**src/chsi_pkg.sv**
```systemverilog
/*
 Shared constants, types and helpers for both ends of the host-side link.
 Assumes a 20 MHz core clock on both ends and byte framing of one start
 bit, eight data bits sent LSB first, and one stop bit on each data line.
*/
package chsi_pkg;
   // Core clock period
   localparam int CLK_PERIOD_NS = 50;
   // Bit times for each selectable bitrate
   localparam int BIT_NS_83K = 12000;
   localparam int BIT_NS_125K = 8000;
   localparam int BIT_NS_250K = 4000;
   localparam int BIT_NS_500K = 2000;
   // Bit times in core clock cycles
   localparam logic [7:0] BIT_CYC_83K = 8'(BIT_NS_83K / CLK_PERIOD_NS);
   localparam logic [7:0] BIT_CYC_125K = 8'(BIT_NS_125K / CLK_PERIOD_NS);
   localparam logic [7:0] BIT_CYC_250K = 8'(BIT_NS_250K / CLK_PERIOD_NS);
   localparam logic [7:0] BIT_CYC_500K = 8'(BIT_NS_500K / CLK_PERIOD_NS);
   // Bitrate select codes
   localparam logic [1:0] BR_CODE_83K = 2'h0;
   localparam logic [1:0] BR_CODE_125K = 2'h1;
   localparam logic [1:0] BR_CODE_250K = 2'h2;
   localparam logic [1:0] BR_CODE_500K = 2'h3;
   // Cycles after reset release before the straps are taken
   localparam logic [2:0] STRAP_WAIT = 3'h4;
   // Index of the stop bit within a byte frame
   localparam logic [3:0] LAST_BIT = 4'h9;
   // Internal register bank
   localparam int REG_COUNT = 8;
   localparam logic [2:0] REG_STATUS = 3'h0;
   localparam logic [2:0] REG_CTRL = 3'h1;
   localparam logic [7:0] REG_RST = 8'h00;
   localparam logic [7:0] CTRL_RST = 8'h01;
   localparam int CTRL_FC_EN_BIT = 0;
   // Command byte layout
   localparam int CMD_WRITE_BIT = 7;
   // Status register fields
   localparam int ST_ASLEEP_BIT = 0;
   localparam int ST_NONEMPTY_BIT = 1;
   localparam int ST_FULL_BIT = 2;
   localparam int ST_READY_BIT = 3;
   localparam int ST_BR_LSB = 4;

   // Command access phase
   typedef enum logic [0:0] {
      CMD_IDLE = 1'b0,
      CMD_WDATA = 1'b1
   } chsi_cmd_t;

   // Bit time in cycles for a bitrate code
   function automatic logic [7:0] bit_cycles(input logic [1:0] code);
      case (code)
         BR_CODE_83K: bit_cycles = BIT_CYC_83K;
         BR_CODE_125K: bit_cycles = BIT_CYC_125K;
         BR_CODE_250K: bit_cycles = BIT_CYC_250K;
         default: bit_cycles = BIT_CYC_500K;
      endcase
   endfunction
endpackage

```
**src/chsi_link_if.sv**
```systemverilog
/*
 Pin-level link between the transceiver and its ECU.
 Assumes both parties run on the same core clock; all pins are one-way.
*/
`timescale 1ns/10ps
interface chsi_link_if;
   logic host_data_out; // Device to ECU serial data, idle high
   logic host_data_in; // ECU to device serial data, idle high
   logic host_cmd_select; // High: bytes go to the register bank
   logic sleep_control_input_n; // Low: device sleeps
   logic bitrate_select_hi; // Bitrate strap, upper bit
   logic bitrate_select_lo; // Bitrate strap, lower bit
   logic host_flow_ready; // Device ready to take ECU bytes

   // Documented device end
   modport dev (
      output host_data_out, host_flow_ready,
      input host_data_in, host_cmd_select, sleep_control_input_n,
      input bitrate_select_hi, bitrate_select_lo
   );
   // ECU end
   modport ecu (
      input host_data_out, host_flow_ready,
      output host_data_in, host_cmd_select, sleep_control_input_n,
      output bitrate_select_hi, bitrate_select_lo
   );
endinterface // chsi_link_if

```
**src/chsi_dev.sv**
```systemverilog
/*
 Device end of the host-side link: receive FIFO toward the ECU, byte
 receiver on the ECU data line, register bank for command access, bitrate
 straps and flow control.
 Assumes the ECU end shares the core clock and that the powerline side
 delivers received bytes through a valid/ready port.
*/
// Function
// Drive ECU data from FIFO or registers
// Route ECU bytes to powerline or registers
// Command select opens register read and write
// Sample bitrate straps once after reset, hold
// ECU may send while ready is high
// ECU pauses sending while ready is low
// Ship FIFO frame to ECU while ready low
// Sleep input governs sleep entry and exit
// Receive FIFO buffers frames during pauses
// Reset restores defaults, straps resampled afterwards
`timescale 1ns/10ps
module chsi_dev
   import chsi_pkg::*;
#(
   parameter int FIFO_DEPTH = 16,
   parameter int PTR_W = 4
) (
   // Clock and reset
   input wire logic core_clk_in,
   input wire logic rstn_in,
   // Link to the ECU
   chsi_link_if.dev link,
   // Bytes received from the powerline
   input wire logic pl_rx_valid_in,
   input wire logic [7:0] pl_rx_data_in,
   output logic pl_rx_ready_out,
   // Bytes bound for the powerline
   output logic pl_tx_valid_out,
   output logic [7:0] pl_tx_data_out,
   // Status
   output logic asleep_out,
   output logic [1:0] bitrate_code_out
);

   // Whole state of the device end
   typedef struct packed {
      logic [2:0] strap_cnt; // Wait before strap capture
      logic br_taken; // Straps captured
      logic [1:0] br_code; // Held bitrate code
      logic rx_busy; // Receiving a byte
      logic [7:0] rx_cnt; // Bit timer
      logic [3:0] rx_bit; // Bit index in frame
      logic [7:0] rx_sh; // Received data bits
      chsi_cmd_t cmd; // Command phase
      logic [2:0] cmd_addr; // Register being written
      logic [REG_COUNT-1:0][7:0] regs; // Register bank
      logic [FIFO_DEPTH-1:0][7:0] mem; // FIFO storage
      logic [PTR_W-1:0] wr_ptr; // FIFO write index
      logic [PTR_W-1:0] rd_ptr; // FIFO read index
      logic [PTR_W:0] count; // FIFO fill
      logic tx_busy; // Shipping a byte
      logic [7:0] tx_cnt; // Bit timer
      logic [3:0] tx_bit; // Bit index in frame
      logic [9:0] tx_sh; // Outgoing frame
      logic rep_valid; // Register reply waiting
      logic [7:0] rep_data; // Register reply value
      logic line_out; // ECU data line
      logic flow_ready; // Ready toward the ECU
      logic pl_tx_valid; // Powerline byte strobe
      logic [7:0] pl_tx_data; // Powerline byte
      logic asleep; // Sleep state
      logic pl_rx_ready; // Awake and FIFO has room
   } chsi_dev_st_t;

   chsi_dev_st_t s_r; // Registered state
   chsi_dev_st_t s_nxt; // Next state
   logic [7:0] bit_len; // Current bit time
   logic byte_done; // Valid byte received
   logic push; // FIFO write
   logic pop; // FIFO read
   logic fc_en; // Flow control enabled
   logic [7:0] status; // Live status byte
   logic rep_set; // Read reply queued this cycle

   // Next-state logic
   always_comb begin
      s_nxt = s_r;
      bit_len = bit_cycles(s_r.br_code);
      byte_done = 1'b0;
      pop = 1'b0;
      s_nxt.pl_tx_valid = 1'b0;
      fc_en = s_r.regs[REG_CTRL][CTRL_FC_EN_BIT];
      status = 8'h00;
      rep_set = 1'b0;
      status[ST_ASLEEP_BIT] = s_r.asleep;
      status[ST_NONEMPTY_BIT] = (s_r.count != '0);
      status[ST_FULL_BIT] = (s_r.count == (PTR_W+1)'(FIFO_DEPTH));
      status[ST_READY_BIT] = s_r.flow_ready;
      status[ST_BR_LSB +: 2] = s_r.br_code;

      // Strap capture, once per reset
      if (!s_r.br_taken) begin
         if (s_r.strap_cnt == STRAP_WAIT) begin
            s_nxt.br_taken = 1'b1;
            s_nxt.br_code = {link.bitrate_select_hi, link.bitrate_select_lo};
         end else begin
            s_nxt.strap_cnt = s_r.strap_cnt + 3'h1;
         end
      end

      // Sleep follows the control pin
      s_nxt.asleep = !link.sleep_control_input_n;

      // Byte receiver on the ECU data line
      if (!s_r.rx_busy) begin
         // Start edge, ignored while asleep or before straps
         if (!link.host_data_in && !s_r.asleep && s_r.br_taken) begin
            s_nxt.rx_busy = 1'b1;
            s_nxt.rx_bit = 4'h0;
            s_nxt.rx_cnt = bit_len >> 1;
         end
      end else if (s_r.rx_cnt != 8'h00) begin
         s_nxt.rx_cnt = s_r.rx_cnt - 8'h01;
      end else begin
         s_nxt.rx_cnt = bit_len - 8'h01;
         s_nxt.rx_bit = s_r.rx_bit + 4'h1;
         if (s_r.rx_bit == 4'h0) begin
            // False start
            if (link.host_data_in) begin
               s_nxt.rx_busy = 1'b0;
            end
         end else if (s_r.rx_bit != LAST_BIT) begin
            s_nxt.rx_sh = {link.host_data_in, s_r.rx_sh[7:1]};
         end else begin
            // Stop bit must be high
            s_nxt.rx_busy = 1'b0;
            byte_done = link.host_data_in;
         end
      end

      // Byte dispatch by the select pin
      if (byte_done) begin
         if (link.host_cmd_select) begin
            if (s_r.cmd == CMD_WDATA) begin
               // Status register is read-only
               if (s_r.cmd_addr != REG_STATUS) begin
                  s_nxt.regs[s_r.cmd_addr] = s_r.rx_sh;
               end
               s_nxt.cmd = CMD_IDLE;
            end else if (s_r.rx_sh[CMD_WRITE_BIT]) begin
               s_nxt.cmd = CMD_WDATA;
               s_nxt.cmd_addr = s_r.rx_sh[2:0];
            end else begin
               rep_set = 1'b1;
               s_nxt.rep_valid = 1'b1;
               s_nxt.rep_data = (s_r.rx_sh[2:0] == REG_STATUS) ? status : s_r.regs[s_r.rx_sh[2:0]];
            end
         end else begin
            // Plain data toward the powerline
            s_nxt.cmd = CMD_IDLE;
            s_nxt.pl_tx_valid = 1'b1;
            s_nxt.pl_tx_data = s_r.rx_sh;
         end
      end

      // Byte transmitter on the ECU data line
      if (s_r.tx_busy) begin
         if (s_r.tx_cnt != 8'h00) begin
            s_nxt.tx_cnt = s_r.tx_cnt - 8'h01;
         end else if (s_r.tx_bit == LAST_BIT) begin
            s_nxt.tx_busy = 1'b0;
         end else begin
            s_nxt.tx_cnt = bit_len - 8'h01;
            s_nxt.tx_bit = s_r.tx_bit + 4'h1;
            s_nxt.tx_sh = {1'b1, s_r.tx_sh[9:1]};
         end
      end else if (s_r.rep_valid) begin
         // Register replies go first
         s_nxt.tx_busy = 1'b1;
         s_nxt.tx_bit = 4'h0;
         s_nxt.tx_cnt = bit_len - 8'h01;
         s_nxt.tx_sh = {1'b1, s_r.rep_data, 1'b0};
         // A reply queued in this same cycle stays pending
         s_nxt.rep_valid = rep_set;
      end else if ((s_r.count != '0) && !s_r.asleep && (!s_r.flow_ready || !fc_en)) begin
         // Drain the FIFO while awake and ready is low or flow control is off
         s_nxt.tx_busy = 1'b1;
         s_nxt.tx_bit = 4'h0;
         s_nxt.tx_cnt = bit_len - 8'h01;
         s_nxt.tx_sh = {1'b1, s_r.mem[s_r.rd_ptr], 1'b0};
         s_nxt.rd_ptr = s_r.rd_ptr + 1'b1;
         pop = 1'b1;
      end
      s_nxt.line_out = s_nxt.tx_busy ? s_nxt.tx_sh[0] : 1'b1;

      // FIFO write from the powerline side
      push = pl_rx_valid_in && s_r.pl_rx_ready;
      if (push) begin
         s_nxt.mem[s_r.wr_ptr] = pl_rx_data_in;
         s_nxt.wr_ptr = s_r.wr_ptr + 1'b1;
      end
      case ({push, pop})
         2'b10: s_nxt.count = s_r.count + 1'b1;
         2'b01: s_nxt.count = s_r.count - 1'b1;
         default: s_nxt.count = s_r.count;
      endcase
      s_nxt.pl_rx_ready = !s_nxt.asleep && (s_nxt.count < (PTR_W+1)'(FIFO_DEPTH));

      // Ready high only with nothing left to ship, or awake with flow control off
      if (!s_nxt.regs[REG_CTRL][CTRL_FC_EN_BIT]) begin
         // Never ready while asleep, frames would be ignored
         s_nxt.flow_ready = !s_nxt.asleep;
      end else begin
         s_nxt.flow_ready = !s_nxt.asleep && (s_nxt.count == '0);
      end
   end

   // State register
   always_ff @(posedge core_clk_in or negedge rstn_in) begin
      if (!rstn_in) begin
         s_r <= '0;
         s_r.regs[REG_CTRL] <= CTRL_RST;
         s_r.line_out <= 1'b1;
      end else begin
         s_r <= s_nxt;
      end
   end

   // Outputs straight from the state register
   assign link.host_data_out = s_r.line_out;
   assign link.host_flow_ready = s_r.flow_ready;
   assign pl_rx_ready_out = s_r.pl_rx_ready;
   assign pl_tx_valid_out = s_r.pl_tx_valid;
   assign pl_tx_data_out = s_r.pl_tx_data;
   assign asleep_out = s_r.asleep;
   assign bitrate_code_out = s_r.br_code;

endmodule // chsi_dev

```
**src/flat_wrapper.sv**
```systemverilog
// flat-port wrapper written by rule: the top's interface ports become plain ports
module chsi_dev_flat import chsi_pkg::*;
#(
   parameter int FIFO_DEPTH = 16,
   parameter int PTR_W = 4
)
  (core_clk_in, rstn_in, pl_rx_valid_in, pl_rx_data_in, pl_rx_ready_out, pl_tx_valid_out, pl_tx_data_out, asleep_out, bitrate_code_out, link_host_data_out, link_host_flow_ready, link_host_data_in, link_host_cmd_select, link_sleep_control_input_n, link_bitrate_select_hi, link_bitrate_select_lo);
  chsi_link_if link_i ();
  input wire logic core_clk_in;
  input wire logic rstn_in;
  input wire logic pl_rx_valid_in;
  input wire logic [7:0] pl_rx_data_in;
  output logic pl_rx_ready_out;
  output logic pl_tx_valid_out;
  output logic [7:0] pl_tx_data_out;
  output logic asleep_out;
  output logic [1:0] bitrate_code_out;
  output wire logic [$bits(link_i.host_data_out)-1:0] link_host_data_out;
  output wire logic [$bits(link_i.host_flow_ready)-1:0] link_host_flow_ready;
  input wire logic [$bits(link_i.host_data_in)-1:0] link_host_data_in;
  input wire logic [$bits(link_i.host_cmd_select)-1:0] link_host_cmd_select;
  input wire logic [$bits(link_i.sleep_control_input_n)-1:0] link_sleep_control_input_n;
  input wire logic [$bits(link_i.bitrate_select_hi)-1:0] link_bitrate_select_hi;
  input wire logic [$bits(link_i.bitrate_select_lo)-1:0] link_bitrate_select_lo;
  assign link_host_data_out = link_i.host_data_out;
  assign link_host_flow_ready = link_i.host_flow_ready;
  assign link_i.host_data_in = link_host_data_in;
  assign link_i.host_cmd_select = link_host_cmd_select;
  assign link_i.sleep_control_input_n = link_sleep_control_input_n;
  assign link_i.bitrate_select_hi = link_bitrate_select_hi;
  assign link_i.bitrate_select_lo = link_bitrate_select_lo;
  chsi_dev #(.FIFO_DEPTH(FIFO_DEPTH), .PTR_W(PTR_W)) u_core (.core_clk_in(core_clk_in), .rstn_in(rstn_in), .link(link_i), .pl_rx_valid_in(pl_rx_valid_in), .pl_rx_data_in(pl_rx_data_in), .pl_rx_ready_out(pl_rx_ready_out), .pl_tx_valid_out(pl_tx_valid_out), .pl_tx_data_out(pl_tx_data_out), .asleep_out(asleep_out), .bitrate_code_out(bitrate_code_out));
endmodule
```
**config.mk**
```make
export PLATFORM = sky130hd
export DESIGN_NAME = chsi_dev_flat
export DESIGN_NICKNAME = d
export VERILOG_FILES = /design/src/chsi_pkg.sv /design/src/chsi_link_if.sv /design/src/chsi_dev.sv /design/src/flat_wrapper.sv
export SDC_FILE = /design/constraint.sdc
export NUM_CORES = 1
export LEC_CHECK = 0
export BUFFER_PORTS_ARGS = -buffer_cell sky130_fd_sc_hd__clkbuf_2
export CAP_MARGIN = 10
export CORE_ASPECT_RATIO = 0.8
export CORE_MARGIN = 3
export CORE_UTILIZATION = 60
export DETAILED_ROUTE_END_ITERATION = 16
export PLACE_DENSITY = 0.83
export REMOVE_ABC_BUFFERS = 1
export SLEW_MARGIN = 5
export SYNTH_ARGS = -nofsm -noshare
export SYNTH_HDL_FRONTEND = slang
export SYNTH_SLANG_ARGS = --single-unit
```
**constraint.sdc**
```tcl
create_clock -name core_clk_in -period 6.9 [get_ports core_clk_in]
set_input_delay 1.38 -clock core_clk_in [delete_from_list [all_inputs] [get_ports core_clk_in]]
set_output_delay 1.38 -clock core_clk_in [all_outputs]
set_load 0.02 [all_outputs]
```
# Word level (Yosys, flattened, before mapping)
# Cells that the tools add are included.
[word_totals]
regBits = 281
output_inout_bits = 15
word_cells = 185
[op_classes]
add_sub_neg = 10
magnitude_cmp = 7
n_eq_ne = 12
muxes = 61
n_bitwise = 9
n_reduce_logical = 36
[op_table]
columns = ["cell", "count"]
rows = [
  ["$bwmux 128", 1],
  ["$mux 9", 10],
  ["$mux 8", 9],
  ["$mux 23", 3],
  ["$bwmux 64", 1],
  ["$bmux 8 s4", 1],
  ["$demux 8 s4", 1],
  ["$mux 13", 2],
  ["$bmux 8 s3", 1],
  ["$demux 8 s3", 1],
  ["$pmux 8 s3", 1],
  ["$sub 8x1->8 const B", 3],
  ["$mux 1", 23],
  ["$mux 22", 1],
  ["$add 4x1->4 const B", 4],
  ["$reduce_and 4->1", 4],
  ["$reduce_bool 8->1", 2],
  ["$mux 14", 1],
  ["$mux 12", 1],
  ["$lt 4x5->1 const B", 2],
  ["$pmux 5 s2", 1],
  ["$reduce_and 2->1", 5],
  ["$logic_and 1x1->1", 9],
  ["$not 1->1", 9],
  ["other kinds (27)", 39],
]

# Longest topological paths before layout
# Gate-level depths: netlist of the first run.
[logic_depth]
word_depth = 11
depth_mapped = 13
mapped_depth_nobuf = 11

# Worst setup path after synthesis of the first run
# Ideal clock, no wire load.
[synth_path]
kind = "in2reg"
from = "in pl_rx_valid_in"
to = "reg u_core.s_r (netlist bit u_core.link.host_flow_ready)"
arrival_time_ns = 3.630
required_time_ns = 6.805
slack_ns = 3.174
path_stages = 12
path_buffers = 2
path_cell_list = "and2_1 > clkbuf_1 > inv_1 > ha_1 > clkbuf_1 > xor2_1 > ha_1 > a21boi_0 > o32ai_1 > nor4b_1 > xnor2_1 > o31ai_1"
[synth_rtl]
columns = ["item", "line", "text"]
rows = [
  ["from (decl)", "flat_wrapper.sv:11", "input wire logic pl_rx_valid_in;"],
  ["to (signal assigned)", "chsi_dev.sv:223", "s_r <= s_nxt;"],
  ["to (decl)", "chsi_dev.sv:73", "chsi_dev_st_t s_r;"],
]

==> flow_summary.toml, run 1 <==
[run_status]
outcome = "finished, final reports clean"

[route]
num_vias = 8377
drt_pass1_iterations = 5
wl_um = 28100
remaining_drc_errors = 0
avgViaCountPerCell = 6.35
detail-route-antenna-nets = 0
drt-initial-drc-count = 802
avg_wl_per_cell_um = 21.3

[global_routing]
grt.total_usage = 0.246
grt_pass1_wl_um = 45900
grt_start_max_net_pins = 170
antenna_found_initial = 1
globalRouteOverflowTotal = 0
grt_pass1_vias = 8329

[logic_synthesis]
synth.yosys.seq_area_share = 0.525
dominantRegCellSynth = "dfrtp_1"
synth_area_per_cell_um2 = 12.6
synth_cells = 1029
synth.top_cell.area_share = 0.521
synth_enable_flop_cells = 0
netlist_top_cells_area = "dfrtp_1 (52%), mux2_2 (18%), mux4_2 (4.2%)"
synth_area_um2 = 13000
yosys_warnings = 0
synth_top_area_cell = "dfrtp_1"
ys_seq_elements = 273
synthArstFlopShare = 1.00
netlist-cell-type-count = 62

[worst_setup_path]
critPathMaxFanout = 14
worst_r2r_startpoint = "u_core.s_r[46]"
cp_data_arrival_time_ns = 4.02
required_ns = 7.34
critPathSlowestCell = "or4b_2"
critical_path.max_stage_delay_ns = 0.66
criticalPathCategory = "input port to register"
cpMostUsedCell = "ha_1"
worstRegToRegCells = 10
regToRegSetupSlack_ns = 3.38
endpoint_of_the_worst_register_to_register_path = "u_core.link.host_flow_ready"
crit_path_start_kind = "input port"
worstSetupEndpointType = "register"
crit_chain = "clkbuf_2 > and2_1 > inv_1 > ha_1 > ha_1 > or4b_2 > o32ai_1 > nor4b_1 > xnor2_1 > o31ai_1"

[floorplanning]
std_cell_rows = 47
ios = 31
start_util = 0.620
chipHeight_um = 138
core-area_um2 = 21000
die_area_um2 = 23500
dieWidth_um = 171

[timing]
fin_crit_sh = 0.519
finalHoldViolations = 0
final.min_clock_period_ns = 3.58
skew_ns = 0.00900
slew-limit-headroom = 0.407
setup-violations-final = 0
grt_setup_unrepaired = "false"
whs_ns = 0.475
tightestPinTransition_ns = 0.886
fin_setup_tns_ns = 0
max_clock_freq_mhz = 279
timing_max_transition_violations_final = 0

[finish]
fillCellCount = 1447
layout.area.seq_um2 = 6840
multiInputGateArea_um2 = 5780
num-nets-final = 1069
area_delta_synth_final_pct = 8.83
antenna_cell_count = 0
final_layout_size_suffix_gt1_frac = 0.307

[pwr]
max-vdd-ir-drop_v = 0.000238
pwr_density_cell_nw_per_um2 = 334
power.leakage_nw = 6.28

[min_path]
whs_endpoint = "u_core.s_r[31]"
hold_path_class = "register to register"
min_path_cells = 1
worst_hold_startpoint = "u_core.s_r[31]"

[clocking]
numCtsBuffers = 28
cts_root_buf = "clkbuf_16"
htree_num_levels = 1
post_cts_resize_count = 0
cts_hold_buf = 0
clock_tree.buffer_depth = 3
clock_latency_ns = 0.54
clock_sink_count = 273
cts.repair_timing.setup_buffer_count = 0
clkTransAtPathRegs_ns = 0.06
tritoncts = "built"

[place]
io_buffer_count = 30
place_congestion = 0.895
detailedPlacementHpwl_um = 18300

[job]
number_of_maximum_capacitance_violations = 0
area by class of cell:
type                    count  area share
clock buffers              40      0.0555
clock inverters            11     0.00778
inverters                  29     0.00769
multi-input cells         663       0.408
flip-flops and latches    273       0.483
well taps                 269      0.0238
repair buffers             34      0.0143
power by group:
group          internal (mW)  switching [mW]  leakage (nW)
registers               2.00           0.295          3.57
clock network          0.835           0.630         0.435
logic                  0.502           0.462          2.28
total                   3.34            1.39          6.28
flip-flops by register name, summed over array words and instances, names as in the netlist:
name / flops
u_core.s_r: 257
u_core.pl_tx_data_out: 8
u_core.bitrate_code_out: 2
u_core.asleep_out: 1
u_core.fc_en: 1
u_core.link.host_data_out: 1
u_core.link.host_flow_ready: 1
u_core.pl_rx_ready_out: 1
u_core.pl_tx_valid_out: 1
cells in the mapped netlist (10+ instances only):
cell	number
dfrtp_1	271
nor2_1	43
mux2i_1	52
mux2_2	206
o21ai_0	43
buf_4	10
nand3_1	12
clkbuf_1	41
nand2b_1	12
inv_1	29
mux4_2	24
nand2_1	56
xnor2_1	10
nor3_1	24
a21oi_1	26
ha_1	24
o22ai_1	16
cell usage in the layout, fill, tap and decap left out, drive strengths merged, types with 10 or more instances in the layout:
cell type,instances
mux2,206
clkbuf,69
nor3,27
mux4,24
xnor2,10
o22ai,16
o21ai,45
mux2i,52
dfrtp,271
a21oi,26
ha,24
nand2,56
inv,30
nor2,43
nand2b,12
nand3,13
per-stage QoR:
step	setup WS (ns)	cell area [um^2]	util	std cells	power, mW
6_report	3.32	14200	0.675	1319	4.73
5_1_grt	3.06	14200	0.675	1319	4.97
4_1_cts	3.33	14200	0.675	1319	4.74
3_5_place_dp	2.81	13300	0.632	1268	3.26
3_3_place_gp	2.90	13300	0.632	1268	3.19
2_1_floorplan	3.23	12700	-	965	2.95
critical path: cells and delay by family:
kind | cells | cell delay, ns
buf+inv | 2 | 0.20
fa+ha+maj | 2 | 0.64
simple gates | 3 | 1.19
xor+xnor | 1 | 0.18
compound gates | 2 | 0.43
worst max-delay path by stage:
stage	startpoint	end	slack [ns]	depth (start not counted)
5_1_grt	pl_rx_valid_in	u_core.link.host_flow_ready	3.06	11
4_1_cts	pl_rx_valid_in	u_core.link.host_flow_ready	3.33	11
2_1_floorplan	pl_rx_valid_in	u_core.link.host_flow_ready	3.23	9
3_5_place_dp	pl_rx_valid_in	u_core.link.host_flow_ready	2.81	10
6_report	pl_rx_valid_in	u_core.link.host_flow_ready	3.32	10
3_3_place_gp	pl_rx_valid_in	u_core.link.host_flow_ready	2.90	10
logic make-up (layout without fill, tap and decap cells):
| group | after synthesis | in the layout | synth area share |
|---|---|---|---|
| AOI/OAI and AO/OA | 139 | 139 | 0.0698 |
| xor gates and xnor gates | 14 | 14 | 0.00942 |
| adders and majority gates | 24 | 24 | 0.0231 |
| buffers and inverters | 93 | 114 | 0.0305 |
| DFF | 273 | 273 | 0.525 |
| muxes | 282 | 282 | 0.260 |
| and+or+nand+nor | 204 | 204 | 0.0822 |
metal layers:
layer	vias up	GRT usage	wire length [um]
met5	-	0	13
met4	2	0.0459	498
met3	42	0.0370	1590
met2	246	0.377	12900
met1	4343	0.381	13000
li1	3744	-	-
Power figures use the tool's default switching activity.
==> run 2, diff against run 1 <==
- clock period: 6.9 -> 3.5 ns (I/O delays scaled with it)
==> flow_summary.toml, run 2 (same netlist as run 1, synthesis figures left out) <==
[run_status]
outcome = "finished, final reports clean"

[route]
detail-route-antenna-nets = 0
drt-initial-drc-count = 941
avgViaCountPerCell = 6.34
remaining_drc_errors = 0
wl_um = 29000
avg_wl_per_cell_um = 21.8
num_vias = 8419
drt_pass1_iterations = 5

[pwr]
power.leakage_nw = 6.36
netSwitchingFraction = 0.292
p_comb_frac = 0.204
pwr_density_cell_nw_per_um2 = 661
cell_internal_pwr_mw = 6.68
clock_power_share = 0.316
power.switching_mw = 2.76
max-vdd-ir-drop_v = 0.000406
seq_power_share = 0.480

[floorplanning]
die_area_um2 = 23500
std_cell_rows = 47
start_util = 0.620
core-area_um2 = 21000
dieWidth_um = 171
ios = 31
chipHeight_um = 138

[place]
io_buffer_count = 30
detailedPlacementHpwl_um = 18700
place_congestion = 0.891

[finish]
most_frequent_standard_cell_in_the_layout_excluding_fill_and_tap_cells = "dfrtp_1"
area_delta_synth_final_pct = 9.75
final_layout_size_suffix_gt1_frac = 0.315
largest_register_ffs = 257
layout.cells.most_common_list = "dfrtp_1 (270), mux2_2 (206), nand2_1 (56)"
num-nets-final = 1080
layout.core_utilization = 0.680
antenna_cell_count = 0
most_flop_heavy_register = "u_core.s_r"

[timing]
slew-limit-headroom = 0.367
finalHoldViolations = 0
grt_setup_unrepaired = "false"
setup-violations-final = 0
skew_ns = 0.00956
timing_max_transition_violations_final = 0
tightestPinTransition_ns = 0.949
fin_setup_tns_ns = 0
fin_crit_sh = 0.938
max_clock_freq_mhz = 305
final.min_clock_period_ns = 3.28

[clocking]
clkTransAtPathRegs_ns = 0.06
clock_tree.buffer_depth = 3
cts_root_buf = "clkbuf_16"
tritoncts = "built"
clock_sink_count = 273
clock_latency_ns = 0.54
numCtsBuffers = 28
htree_num_levels = 1
cts.repair_timing.setup_buffer_count = 0

[global_routing]
globalRouteOverflowTotal = 0
grt_start_max_net_pins = 93
antenna_found_initial = 0
grt_pass1_wl_um = 46200
grt_pass1_vias = 8283
grt.total_usage = 0.250

[worst_setup_path]
worst_r2r_startpoint = "u_core.s_r[46]"
worstRegToRegCells = 10
endpoint_of_the_worst_register_to_register_path = "u_core.link.host_flow_ready"
cp_data_arrival_time_ns = 3.74
crit_path_start_kind = "register"
worstSetupEndpointType = "register"
regToRegSetupSlack_ns = 0.22
critPathMaxFanout = 8
required_ns = 3.96
criticalPathCategory = "register to register"

[job]
number_of_maximum_capacitance_violations = 0

[min_path]
hold_path_class = "input port to async pin"
## run 2: cell count changes in the layout (fill, tap and decap cells not counted)
| cell | previous run | this run |
|---|---|---|
| buf_12 | 1 | 2 |
| buf_4 | 3 | 13 |
| bufinv_16 | 1 | 2 |
| clkbuf_1 | 8 | 7 |
| clkbuf_8 | 4 | 5 |
| clkinv_4 | 2 | 0 |
| clkinvlp_4 | 2 | 1 |
| nor4b_1 | 4 | 3 |
| nor4b_2 | 0 | 1 |
| or4_1 | 2 | 1 |
| or4_4 | 0 | 1 |
## run 2: metal layers
metal  global-route usage  part of all wire  vias up
li1                     -                 -     3763
met1                0.382              0.46     4334
met2                0.383              0.46      267
met3               0.0387             0.054       55
met4               0.0595             0.022        0
met5                    0                 0        -
## run 2: how the worst max path moves through the flow
stage | slack, ns | from | cells past startpoint | to
finish | 0.22 | u_core.s_r[46] | 10 | u_core.link.host_flow_ready
global route | 0.04 | u_core.s_r[46] | 10 | u_core.link.host_flow_ready
CTS | 0.16 | u_core.s_r[46] | 11 | u_core.link.host_flow_ready
detailed placement | 0.20 | u_core.s_r[46] | 10 | u_core.link.host_flow_ready
global placement | 0.27 | u_core.s_r[46] | 10 | u_core.link.host_flow_ready
floorplan | 0.02 | u_core.s_r[50] | 3 | u_core.s_r[30]
## run 2: power by group through the flow
stage          combinational, mW  sequential (mW)  clock, mW
2_1_floorplan               1.43             4.38          0
6_report                    1.93             4.54       2.98
5_1_grt                     2.11             4.62       3.14
4_1_cts                     1.91             4.52       3.00
3_3_place_gp                1.81             4.50          0
3_5_place_dp                1.89             4.55          0
## run 2: timing repair
action                     in CTS  in global routing
resized for setup               0                  2
hold buffers                    0                  0
setup endpoints to repair       0                  1
## run 2: critical path, cell delays in order (launching register included)
cell     delay (ns)
dfrtp_1        0.47
or4_4          0.57
o21ai_0        0.18
nor2_1         0.16
ha_1           0.25
ha_1           0.21
or4b_2         0.66
o32ai_1        0.16
nor4b_2        0.11
xnor2_1        0.18
o31ai_1        0.23
## run 2: layout make-up
class	count	area, um^2
Tap cell	269	337
Timing Repair Buffer	45	298
Fill cell	1430	6710
Clock inverter	9	115
Inverter	29	109
Sequential cell	273	6840
Clock buffer	40	796
Multi-Input combinational cell	663	5790
## run 2: through the flow
stage / hold slack (ns) / power [mW] / setup WS [ns] / std cells / cell area (um^2)
final: 0.0989 / 9.44 / 0.217 / 1328 / 14300
after global routing: 0.130 / 9.87 / 0.0388 / 1328 / 14300
after CTS: 0.113 / 9.43 / 0.159 / 1328 / 14300
after detailed placement: 0.456 / 6.44 / 0.198 / 1279 / 13400
after global placement: 0.464 / 6.31 / 0.272 / 1279 / 13400
after floorplan: 0.404 / 5.81 / 0.0242 / 965 / 12700
==> run 3, diff against run 2 <==
- CELL_PAD_IN_SITES_DETAIL_PLACEMENT: not set -> 1
- CELL_PAD_IN_SITES_GLOBAL_PLACEMENT: not set -> 1
- CORE_UTILIZATION: 60 -> 46
- PLACE_DENSITY: 0.83 -> 0.78
==> flow_summary.toml, run 3 (same netlist as run 1, synthesis figures left out) <==
[floorplanning]
dieWidth_um = 194
ios = 31
die_area_um2 = 30400
core-area_um2 = 27600
chipHeight_um = 156
start_util = 0.472
std_cell_rows = 54

[finish]
final_layout_size_suffix_gt1_frac = 0.325
layout.cells.most_common_list = "dfrtp_1 (270), mux2_2 (206), nand2_1 (56)"
most_flop_heavy_register = "u_core.s_r"
largest_register_ffs = 257
area_delta_synth_final_pct = 11.8
num-nets-final = 1087
layout.cell_area.non_filler_um2 = 14500
antenna_cell_count = 0
layout.core_utilization = 0.528
final_cells = 1432
most_frequent_standard_cell_in_the_layout_excluding_fill_and_tap_cells = "dfrtp_1"

[timing]
slew-limit-headroom = 0.328
tightestPinTransition_ns = 1.01
finalHoldViolations = 0
skew_ns = 0.00726
final.min_clock_period_ns = 3.23
max_clock_freq_mhz = 309
fin_crit_sh = 0.923
fin_setup_tns_ns = 0
grt_setup_unrepaired = "false"
timing_max_transition_violations_final = 0
setup-violations-final = 0

[place]
postPlaceCellArea_um2 = 13500
place_congestion = 0.833
io_buffer_count = 30
place_inst = 1381
detailedPlacementHpwl_um = 21700

[pwr]
power.switching_mw = 2.82
seq_power_share = 0.469
power.leakage_nw = 6.43
max-vdd-ir-drop_v = 0.000360
p_comb_frac = 0.207
clock_power_share = 0.324
pwr_density_cell_nw_per_um2 = 665
netSwitchingFraction = 0.292
cell_internal_pwr_mw = 6.85

[worst_setup_path]
critPathMaxFanout = 14
criticalPathCategory = "register to register"
crit_path_start_kind = "register"
required_ns = 3.95
worstSetupEndpointType = "register"
regToRegSetupSlack_ns = 0.27
cp_data_arrival_time_ns = 3.68

[route]
detail-route-antenna-nets = 0
num_vias = 8425
wl_um = 32400
remaining_drc_errors = 0
avgViaCountPerCell = 5.88
drt-initial-drc-count = 543
drt_pass1_iterations = 5
avg_wl_per_cell_um = 22.7

[clocking]
clock_tree.buffer_depth = 3
cts_hold_buf = 0
htree_num_levels = 1
clock_latency_ns = 0.55
tritoncts = "built"
clock_sink_count = 273
cts_root_buf = "clkbuf_16"
numCtsBuffers = 28
clkTransAtPathRegs_ns = 0.07

[global_routing]
grt_pass1_vias = 9142
grt_pass1_wl_um = 53200
grt.total_usage = 0.219
antenna_found_initial = 0
grt_start_max_net_pins = 106
globalRouteOverflowTotal = 0

[run_status]
outcome = "finished, final reports clean"

[min_path]
hold_path_class = "input port to async pin"

[job]
number_of_maximum_capacitance_violations = 0
run 3: timing repair:
action	in CTS	in global routing
gates resized for setup	2	4
gates cloned	0	0
setup endpoints to repair	2	3
buffers inserted	0	0
run 3: layout make-up:
class / instances / area [um^2]
Clock buffer: 42 / 843
Clock inverter: 9 / 134
Fill cell: 2775 / 13000
Inverter: 29 / 109
Multi-Input combinational cell: 663 / 5810
Sequential cell: 273 / 6840
Tap cell: 364 / 455
Timing Repair Buffer: 52 / 363
run 3: path summary, 6_finish.rpt:
check                                            from                          end  depth (start not counted)
setup / recovery                       u_core.s_r[45]  u_core.link.host_flow_ready                         10
min in group core_clk_in   link_sleep_control_input_n            u_core.asleep_out                          2
hold reg to reg                        u_core.s_r[31]               u_core.s_r[31]                          1
hold / removal                                rstn_in              u_core.s_r[115]                          1
setup reg to reg                       u_core.s_r[45]  u_core.link.host_flow_ready                         10
max in group asynchronous                     rstn_in                 u_core.fc_en                          2
run 3: per-layer routing:
metal / track usage / part of all wire
met5: 0 / 0
met4: 0.0465 / 0.020
met3: 0.0226 / 0.031
met2: 0.362 / 0.47
met1: 0.318 / 0.47
run 3: power groups by stage:
stage | combinational (mW) | clock (mW) | sequential, mW
after CTS | 2.00 | 3.20 | 4.53
after global routing | 2.21 | 3.35 | 4.66
after floorplan | 1.43 | 0 | 4.38
after global placement | 1.86 | 0 | 4.50
final | 2.00 | 3.13 | 4.54
after detailed placement | 1.97 | 0 | 4.57
run 3: critical path, cell delays in order (launching register included):
cell	delay, ns
dfrtp_1	0.43
or4_1	0.62
o21ai_2	0.18
nor2_2	0.12
ha_4	0.22
ha_1	0.22
or4b_2	0.66
o32ai_1	0.16
nor4b_2	0.10
xnor2_1	0.17
o31ai_1	0.25
run 3: stage by stage:
step	setup WS, ns	power [mW]	hold WS (ns)
6_report	0.268	9.67	0.222
5_1_grt	0.0634	10.2	0.284
4_1_cts	0.0140	9.74	0.250
3_5_place_dp	0.0205	6.54	0.465
3_3_place_gp	0.108	6.37	0.468
2_1_floorplan	0.0242	5.81	0.404
